`src/design/ccpu_pkg.sv`:
```
package ccpu_pkg;

  // register indices; the byte address on the bus is four times the index
  localparam logic [5:0] UNIT1_VALUE_LOW_IDX = 6'h15;
  localparam logic [5:0] UNIT1_VALUE_HIGH_IDX = 6'h16;
  localparam logic [5:0] UNIT1_CONTROL_IDX = 6'h17;
  localparam logic [5:0] UNIT2_VALUE_LOW_IDX = 6'h1b;
  localparam logic [5:0] UNIT2_VALUE_HIGH_IDX = 6'h1c;
  localparam logic [5:0] UNIT2_CONTROL_IDX = 6'h1d;
  localparam logic [5:0] EVENT_FLAGS_IDX = 6'h0c;

  // control register fields
  localparam int CTRL_MODE_LSB = 0;
  localparam int CTRL_MODE_MSB = 3;
  localparam int CTRL_DUTY_LSB = 4;
  localparam int CTRL_DUTY_MSB = 5;

  // upper two bits of the mode field pick the function
  localparam logic [1:0] GROUP_OFF = 2'h0;
  localparam logic [1:0] GROUP_CAPTURE = 2'h1;
  localparam logic [1:0] GROUP_COMPARE = 2'h2;
  localparam logic [1:0] GROUP_PWM = 2'h3;

  // lower two bits of the mode field within capture and compare
  localparam logic [1:0] CAP_FALL = 2'h0;
  localparam logic [1:0] CAP_RISE = 2'h1;
  localparam logic [1:0] CAP_RISE4 = 2'h2;
  localparam logic [1:0] CAP_RISE16 = 2'h3;
  localparam logic [1:0] CMP_SET = 2'h0;
  localparam logic [1:0] CMP_CLEAR = 2'h1;
  localparam logic [1:0] CMP_SOFT = 2'h2;
  localparam logic [1:0] CMP_TRIGGER = 2'h3;

  // prescaler terminal counts
  localparam logic [3:0] PRESC_LAST4 = 4'h3;
  localparam logic [3:0] PRESC_LAST16 = 4'hf;

  // reset values
  localparam logic [5:0] CTRL_RESET = 6'h00;
  localparam logic [7:0] VALUE_RESET = 8'h00;

  typedef struct packed {
    logic [5:0] ctrl;
    logic [7:0] val_lo;
    logic [7:0] val_hi;
    logic [1:0] duty_lat;
    logic [3:0] presc;
    logic out;
    logic flag;
  } ccpu_unit_s;

  typedef struct packed {
    ccpu_unit_s [1:0] unit;
    logic [1:0] sync1;
    logic [1:0] sync2;
    logic [1:0] prev;
    logic [7:0] prdata;
    logic slverr;
    logic wclr;
    logic adc;
  } ccpu_state_s;

endpackage

```
`src/design/ccpu_top.sv`:
```
// Decided for this implementation: the APB slave port.
`timescale 1ns/1ns
`default_nettype none

module ccpu_top
  import ccpu_pkg::*;
#(
  parameter int UNITS = 2,
  parameter int ADDR_WIDTH = 8
)
(
  // clock and reset
  input wire logic SYS_CLK,
  input wire logic RSTN,
  // apb slave
  input wire logic PSEL,
  input wire logic PENABLE,
  input wire logic PWRITE,
  input wire logic [ADDR_WIDTH-1:0] PADDR,
  input wire logic [31:0] PWDATA,
  output logic PREADY,
  output logic [31:0] PRDATA,
  output logic PSLVERR,
  // shared wide timer
  input wire logic [15:0] WIDE_TIMER_COUNT,
  output logic WIDE_TIMER_CLEAR,
  // converter trigger, second unit only
  input wire logic ADC_ENABLE,
  output logic ADC_START,
  // shared period timer
  input wire logic [7:0] PERIOD_TIMER_COUNT,
  input wire logic [7:0] PERIOD_VALUE,
  input wire logic PERIOD_INCREMENT,
  input wire logic [1:0] PERIOD_PHASE,
  output logic PERIOD_TIMER_CLEAR,
  // unit pins and flags
  input wire logic [1:0] UNIT_PIN,
  output logic [1:0] UNIT_OUT,
  output logic [1:0] UNIT_EVENT_FLAG
);

  if (UNITS != 2)
  begin : g_units_check
    $error("ccpu_top serves exactly two units");
  end
  if (ADDR_WIDTH < 8)
  begin : g_addr_check
    $error("ccpu_top needs at least 8 address bits");
  end

  ccpu_state_s st;
  ccpu_state_s next_st;

  logic wr;
  logic rollover;
  logic [5:0] idx;
  logic aligned;

  assign wr = PSEL & PENABLE & PWRITE;
  assign idx = PADDR[7:2];
  // a shift instead of a part-select keeps the default 8-bit width legal
  assign aligned = (PADDR[1:0] == 2'h0) && ((PADDR >> 8) == '0);
  // period end is judged once per period-timer increment
  assign rollover = PERIOD_INCREMENT && (PERIOD_TIMER_COUNT == PERIOD_VALUE);

  always_comb
  begin
    logic [3:0] mode;
    logic rise;
    logic fall;
    logic ev;
    logic match;
    logic any_pwm;
    logic [5:0] lo_idx;
    logic [5:0] hi_idx;
    logic [5:0] ct_idx;
    mode = 4'h0;
    rise = 1'b0;
    fall = 1'b0;
    ev = 1'b0;
    match = 1'b0;
    any_pwm = 1'b0;
    lo_idx = 6'h0;
    hi_idx = 6'h0;
    ct_idx = 6'h0;
    next_st = st;
    next_st.wclr = 1'b0;
    next_st.adc = 1'b0;
    // pin level passes two flops; the first is read only by the second
    next_st.sync1 = UNIT_PIN;
    next_st.sync2 = st.sync1;
    next_st.prev = st.sync2;

    for (int u = 0; u < 2; u++)
    begin
      mode = st.unit[u].ctrl[CTRL_MODE_MSB:CTRL_MODE_LSB];
      lo_idx = (u == 0) ? UNIT1_VALUE_LOW_IDX : UNIT2_VALUE_LOW_IDX;
      hi_idx = (u == 0) ? UNIT1_VALUE_HIGH_IDX : UNIT2_VALUE_HIGH_IDX;
      ct_idx = (u == 0) ? UNIT1_CONTROL_IDX : UNIT2_CONTROL_IDX;
      rise = st.sync2[u] & ~st.prev[u];
      fall = ~st.sync2[u] & st.prev[u];

      // software writes; hardware updates below take precedence
      if (wr && aligned && idx == ct_idx)
      begin
        next_st.unit[u].ctrl = PWDATA[5:0];
      end
      if (wr && aligned && idx == lo_idx)
      begin
        next_st.unit[u].val_lo = PWDATA[7:0];
      end
      // high byte is the duty shadow in pwm and cannot be written there
      if (wr && aligned && idx == hi_idx && mode[3:2] != GROUP_PWM)
      begin
        next_st.unit[u].val_hi = PWDATA[7:0];
      end
      if (wr && aligned && idx == EVENT_FLAGS_IDX && PWDATA[u])
      begin
        next_st.unit[u].flag = 1'b0;
      end

      unique case (mode[3:2])
        GROUP_CAPTURE:
        begin
          // counter survives a direct change between prescale settings
          if (rise)
          begin
            next_st.unit[u].presc = st.unit[u].presc + 4'h1;
          end
          unique case (mode[1:0])
            CAP_FALL: ev = fall;
            CAP_RISE: ev = rise;
            CAP_RISE4: ev = rise && (st.unit[u].presc[1:0] == PRESC_LAST4[1:0]);
            CAP_RISE16: ev = rise && (st.unit[u].presc == PRESC_LAST16);
          endcase
          if (ev)
          begin
            // overwrite even when the last value was never read
            next_st.unit[u].val_lo = WIDE_TIMER_COUNT[7:0];
            next_st.unit[u].val_hi = WIDE_TIMER_COUNT[15:8];
            next_st.unit[u].flag = 1'b1;
          end
        end
        GROUP_COMPARE:
        begin
          next_st.unit[u].presc = 4'h0;
          match = {st.unit[u].val_hi, st.unit[u].val_lo} == WIDE_TIMER_COUNT;
          if (match)
          begin
            next_st.unit[u].flag = 1'b1;
            unique case (mode[1:0])
              CMP_SET: next_st.unit[u].out = 1'b1;
              CMP_CLEAR: next_st.unit[u].out = 1'b0;
              CMP_SOFT: next_st.unit[u].out = st.unit[u].out;
              CMP_TRIGGER:
              begin
                next_st.wclr = 1'b1;
                if (u == 1 && ADC_ENABLE)
                begin
                  next_st.adc = 1'b1;
                end
              end
            endcase
          end
        end
        GROUP_PWM:
        begin
          any_pwm = 1'b1;
          next_st.unit[u].presc = 4'h0;
          // duty beyond the period never matches, so the pin stays high
          if ({st.unit[u].val_hi, st.unit[u].duty_lat} ==
              {PERIOD_TIMER_COUNT, PERIOD_PHASE})
          begin
            next_st.unit[u].out = 1'b0;
          end
          if (rollover)
          begin
            next_st.unit[u].val_hi = st.unit[u].val_lo;
            next_st.unit[u].duty_lat = st.unit[u].ctrl[CTRL_DUTY_MSB:CTRL_DUTY_LSB];
            next_st.unit[u].out = ({st.unit[u].val_lo,
                                    st.unit[u].ctrl[CTRL_DUTY_MSB:CTRL_DUTY_LSB]} != 10'h000);
          end
        end
        GROUP_OFF:
        begin
          // 0000 and the undefined 0001..0011 all behave as off
          next_st.unit[u].presc = 4'h0;
          next_st.unit[u].out = 1'b0;
          next_st.unit[u].duty_lat = 2'h0;
        end
      endcase
    end

    // read data is captured in the setup cycle and shown in the access cycle
    if (PSEL && !PENABLE)
    begin
      next_st.slverr = 1'b0;
      next_st.prdata = 8'h00;
      if (!aligned)
      begin
        next_st.slverr = 1'b1;
      end
      else
      begin
        unique case (idx)
          UNIT1_VALUE_LOW_IDX: next_st.prdata = st.unit[0].val_lo;
          UNIT1_VALUE_HIGH_IDX: next_st.prdata = st.unit[0].val_hi;
          UNIT1_CONTROL_IDX: next_st.prdata = {2'h0, st.unit[0].ctrl};
          UNIT2_VALUE_LOW_IDX: next_st.prdata = st.unit[1].val_lo;
          UNIT2_VALUE_HIGH_IDX: next_st.prdata = st.unit[1].val_hi;
          UNIT2_CONTROL_IDX: next_st.prdata = {2'h0, st.unit[1].ctrl};
          EVENT_FLAGS_IDX: next_st.prdata = {6'h00, st.unit[1].flag, st.unit[0].flag};
          default: next_st.slverr = 1'b1;
        endcase
      end
    end
    PERIOD_TIMER_CLEAR = rollover && any_pwm;
  end

  always_ff @(posedge SYS_CLK or negedge RSTN)
  begin
    if (!RSTN)
    begin
      for (int u = 0; u < 2; u++)
      begin
        st.unit[u].ctrl <= CTRL_RESET;
        st.unit[u].val_lo <= VALUE_RESET;
        st.unit[u].val_hi <= VALUE_RESET;
        st.unit[u].duty_lat <= 2'h0;
        st.unit[u].presc <= 4'h0;
        st.unit[u].out <= 1'b0;
        st.unit[u].flag <= 1'b0;
      end
      st.sync1 <= 2'h0;
      st.sync2 <= 2'h0;
      st.prev <= 2'h0;
      st.prdata <= 8'h00;
      st.slverr <= 1'b0;
      st.wclr <= 1'b0;
      st.adc <= 1'b0;
    end
    else
    begin
      st <= next_st;
    end
  end

  // zero wait states: the answer is ready in the first access cycle
  assign PREADY = 1'b1;
  assign PRDATA = {24'h000000, st.prdata};
  assign PSLVERR = st.slverr & PSEL & PENABLE;
  assign WIDE_TIMER_CLEAR = st.wclr;
  assign ADC_START = st.adc;
  assign UNIT_OUT = {st.unit[1].out, st.unit[0].out};
  assign UNIT_EVENT_FLAG = {st.unit[1].flag, st.unit[0].flag};

endmodule // ccpu_top

`default_nettype wire

```
`config.mk`:
```
export PLATFORM = sky130hd
export DESIGN_NAME = ccpu_top
export DESIGN_NICKNAME = d
export VERILOG_FILES = /design/src/design/ccpu_pkg.sv /design/src/design/ccpu_top.sv
export SDC_FILE = /design/constraint.sdc
export NUM_CORES = 1
export LEC_CHECK = 0
export ABC_AREA = 1
export BUFFER_PORTS_ARGS = -buffer_cell sky130_fd_sc_hd__buf_2
export CAP_MARGIN = 20
export CORE_MARGIN = 2
export CORE_UTILIZATION = 35
export CTS_BUF_LIST = sky130_fd_sc_hd__clkbuf_8
export DETAILED_ROUTE_END_ITERATION = 10
export PLACE_DENSITY_LB_ADDON = 0.25
export SYNTH_ARGS = -nofsm -noshare
export SYNTH_HDL_FRONTEND = slang
export SYNTH_SLANG_ARGS = --single-unit
export TNS_END_PERCENT = 10
```
`constraint.sdc`:
```
create_clock -name SYS_CLK -period 1.7 [get_ports SYS_CLK]
set_input_delay 0.17 -clock SYS_CLK [delete_from_list [all_inputs] [get_ports SYS_CLK]]
set_output_delay 0.17 -clock SYS_CLK [all_outputs]
set_load 0.02 [all_outputs]
```
Yosys cells after proc, flatten, opt, wreduce, memory -nomap -nowiden

Index checks and enable logic that the tools add are counted.

$add $sub $neg: 2
Equality and inequality tests: 40
Multiplexer cells: 51
Bitwise operators: 12
Reduce and logical (&&, ||, !) cells: 38

Operators by type and width:

| kind                  | number |
|---|---|
| $mux W8               | 7 |
| $pmux W8 S7           | 1 |
| $eq A6 B5 Y1 const B  | 6 |
| $eq A16 B16 Y1        | 2 |
| $mux W16              | 2 |
| $pmux W8 S2           | 2 |
| $eq A10 B10 Y1        | 2 |
| $eq A2 B2 Y1 const B  | 10 |
| $mux W10              | 2 |
| $reduce_bool A10 Y1   | 2 |
| $logic_and A1 B1 Y1   | 19 |
| $mux W1               | 18 |
| $ne A2 B2 Y1 const B  | 8 |
| $pmux W4 S2           | 2 |
| $logic_not A2 Y1      | 5 |
| $mux W2               | 5 |
| $ne A3 B3 Y1 const B  | 3 |
| $add A4 B1 Y4 const B | 2 |
| $and A1 B1 Y1         | 8 |
| $eq A2 B1 Y1 const B  | 4 |
| $eq A4 B4 Y1 const B  | 2 |
| $eq A8 B8 Y1          | 1 |
| $mux W4               | 2 |
| $pmux W1 S2           | 4 |
| 13 further kinds      | 24 |

Register bits: 77
Bits of input ports: 83
Output and inout bits: 41
Logic and storage cells: 164

Longest topological paths before layout

Depth after elaboration: 8
Depth in mapped cells: 12
Depth with buffers taken out: 12

Worst setup path before layout

No wires, ideal clock.

Path kind: register -> register
Start: register st[19] (netlist name)
End: register st[25] (netlist name)
Setup time: 0.065 ns
Data arrival time: 1.439 ns
Required time: 1.635 ns
Slack: 0.196 ns
Stages on the path, launching flop included: 11
Buffers on the path: 0
Period minus slack after synthesis: 1.504 ns
Cells stage by stage: dfrtp_1 -> ha_1 -> nand2_1 -> a21oi_1 -> o21ai_0 -> nand2_1 -> nand2_1 -> o21ai_0 -> o21ai_1 -> nand2_1 -> nand2_1

RTL lines:

| element                | RTL line        | RTL |
|---|---|---|
| start, declared        | ccpu_top.sv:51  | `ccpu_state_s st;` |
| start signal, assigned | ccpu_top.sv:244 | `st <= next_st;` |

Worst setup path after layout

Start: register st[43] (netlist name)
End: output PERIOD_TIMER_CLEAR

Longest elaborated chain between the ends: 4

RTL lines:

| element              | RTL line        | RTL |
|---|---|---|
| $eq A2 B2 Y1         | ccpu_top.sv:122 | `unique case (mode[3:2])` |
| $mux W1 (2 in a row) | ccpu_top.sv:122 |  |
| $logic_and A1 B1 Y1  | ccpu_top.sv:217 | `PERIOD_TIMER_CLEAR = rollover && any_pwm;` |
| end, declared        | ccpu_top.sv:35  | `output logic PERIOD_TIMER_CLEAR,` |

Every way passes these cells.

==> results by group <==
CTS
  – CTS root buf: clkbuf_8
  – Clock Latency Late Sink: roughly 380 ps
  – CTS tree: done
  – CTS H-Tree Depth: 3
  – Clock buffer count from CTS: 9
  – CTS max path bufs: 2
  – Reg clk slew, reported paths: 90 ps
  – CTS Sinks: 77

Setup path
  – Worst EP required: 1530 ps
  – Critical path arrival: 1490 ps
  – Startpoint types: register
  – Worst setup EP type: primary output
  – CP max stage cell: dfrtp_1
  – Crit path cell chain: ha_1 > buf_4 > nand2_1 > nand2_1 > buf_2
  – Setup Crit Path Kind: register to primary output
  – FF-to-FF Start: st[43]
  – Worst-path maximum fanout: 4
  – Crit path top cell by count: nand2_1
  – Worst setup startpoint: st[43]
  – CP max stage delay: 430 ps

Timing
  – WHS: 76.0 ps
  – Final Critical Period: roughly 1700 ps
  – RSZ-0062 raised after global routing: true
  – Fin crit share: 0.978
  – Fmax: 602 MHz
  – Fin. Hold Viols: 0
  – Final setup vio count: 0
  – Final setup TNS: 0 ps
  – Setup Skew: 8.21 ps
  – Final Max Slew Viols: 0

Yosys
  – Yosys cell types: 39
  – Cell taking the most area after synthesis: dfrtp_1
  – Synth Cell Area: 5770 um^2
  – Synth Flop Type: dfrtp_1
  – FFs w/ async S/R, synth: 1.00
  – Top post-synthesis cells by count: nand2_1 (331), inv_1 (122), dfrtp_1 (77)
  – Yosys reg bits: between 70 and 80
  – Synthesized area per cell: 6.45 um^2
  – Synth area leaders: dfrtp_1 (33%), nand2_1 (22%), inv_1 (7.9%), o21ai_0 (6.0%), buf_4 (4.9%)
  – Most numerous cell in the Yosys netlist: nand2_1
  – Register area share after synthesis: 0.334
  – Synth top area share: 0.334
  – Number of flops mapped to enable cells by yosys: 0
  – Syn Inst Count: 894
  – Synth warn: 0

Drt
  – Via density: between 4 and 5
  – Drt wl/cell: 15.1 um
  – DR pass1 iterations: 6
  – Final wirelength: 18600 um
  – Number of DRC markers in iteration 0: approximately 550
  – Via count: approximately 6000
  – Post-route antenna net violation count: 0
  – DRC Markers: 0

Placement
  – HPWL after DPL: 14700 um
  – Dpl cells: 1205
  – Gpl congestion: 0.934
  – I/O Buffers: 74

Pwr
  – P_int: 0.00302 W
  – P_leak: 3.69 nW
  – Psw: 0.00137 W
  – Pwr Total: 0.00438 W
  – PD cells: 637 nW/um^2
  – IR drop worst, VDD: 0.308 mV
  – Switching Share: 0.312
  – Clk pwr share: 0.370
  – Sequential share of power: 0.450
  – Combinational Power Share: 0.180

Status
  – Status: finished clean

Global route
  – Congestion Overflow GR: 0
  – Largest net degree at the start of global routing: 35
  – First-pass GRT wire length: 28700 um
  – Tot GR Track Use: 0.213
  – Antenna violations before repair: 3
  – Vias in the first global route: around 5300

Die
  – Top Ports: 124
  – Overall die height: ~130 um
  – Initial Util: 0.361
  – Die area: 17500 um^2
  – Placeable Area: 16000 um^2
  – Row count: 46
  – Die Width: 132 um

Hold path
  – HP Start: PWDATA[5]
  – Worst hold path type: input pin to register

Final layout
  – Layout cells sized above 1: 0.186
  – Non-Filler Instances: 1232
  – Fin nets: between 1000 and 1500
  – Synth-to-layout area growth: 19.1%

Run
  – Max-cap violation count: 0
## layout make-up
cell class	instances	area, um^2
clock inverters	7	97.6
multi-input cells	662	3130
well taps	216	270
inverters	132	500
repair buffers	128	821
fillers	1755	9130
diodes	1	2.50
clock buffers	9	124
flip-flops and latches	77	1930
## layer usage
layer	share of wire	vias up	GRT usage
met3	0.078	27	0.0304
met5	0.00059	-	0
met4	0.022	2	0.0729
met2	0.44	248	0.326
li1	-	2979	-
met1	0.46	2589	0.307
## worst paths after layout
| path | to | slack, ps | cells after the start |
|---|---|---|---|
| worst min register to register | next_st[11] | 360 | 0 |
| worst max register to register | st[32] | 90 | 7 |
| max in group asynchronous | st[39] | 850 | 3 |
| worst min-delay path | st[68] | 80 | 3 |
| min in group asynchronous | next_st[11] | 280 | 2 |
| worst max-delay path | PERIOD_TIMER_CLEAR | 40 | 5 |
## repair_timing
action / 4_1_cts / 5_1_grt
endpoints found under the hold margin: 35 / 0
cloned: 0 / 1
pin swaps: 0 / 1
resized for setup: 3 / 13
hold buffers: 4 / 0
setup buffers: 0 / 5
setup endpoints to repair: 9 / 29
## worst max-delay path: cells and delay by family, from the launching register on
| family | cells | cell delay [ps] |
|---|---|---|
| and+or+nand+nor | 2 | 130 |
| buffers and inverters | 2 | 320 |
| adders and majority gates | 1 | 230 |
| DFF | 1 | 430 |
## power groups by stage
stage	sequential (W)	combinational, W	clock, W
2_1_floorplan	0.00198	0.000489	0
5_1_grt	0.00198	0.000889	0.00173
3_5_place_dp	0.00201	0.000763	0
6_report	0.00197	0.000789	0.00162
3_3_place_gp	0.00201	0.000760	0
4_1_cts	0.00197	0.000774	0.00165
## registers in the layout (all words and copies together), names as in the netlist
name and flops:
ADC_START 1, PRDATA 8, UNIT_EVENT_FLAG 2, UNIT_OUT 2, WIDE_TIMER_CLEAR 1, next_st 4
st 59
## cells by family (layout without fill, tap and decap cells)
| kind of cell | count (synthesis) | after routing | share of synthesized area |
|---|---|---|---|
| buffers and inverters | 179 | 276 | 0.145 |
| xor gates and xnor gates | 10 | 10 | 0.0152 |
| AOI/OAI and AO/OA | 143 | 143 | 0.145 |
| other | 2 | 26 | 0.00130 |
| adders and majority gates | 10 | 10 | 0.0217 |
| and+or+nand+nor | 473 | 474 | 0.338 |
| DFF | 77 | 77 | 0.334 |
## cell usage in the layout, fill, tap and decap left out, types with 4 or more instances in the layout
cell type and instances:
o22ai_1 7, dfrtp_1 75, ha_1 9, buf_4 47, inv_2 8, conb_1 25, o211ai_1 15, nand4_1 8
dlygate4sd3_1 4, nand3_2 4, o21ai_2 7, xor2_1 6, nand2_1 331, nor2_4 5, xnor2_1 4, inv_1 120
nand2_2 5, o21ai_1 9, buf_2 73, a21oi_1 31, nor2_1 69, clkbuf_8 9, nor2_2 6, o21ai_0 68
nand3_1 39
## per-stage QoR
step	setup WS, ps	utilization	cell area [um^2]
final	38.0	0.430	6880
after floorplan	196	-	5860
after CTS	4.37	0.425	6800
after detailed placement	-33.2	0.408	6530
after global placement	-30.4	0.408	6530
after global routing	-46.2	0.430	6880
No activity file was read; power rests on OpenSTA's default activity.
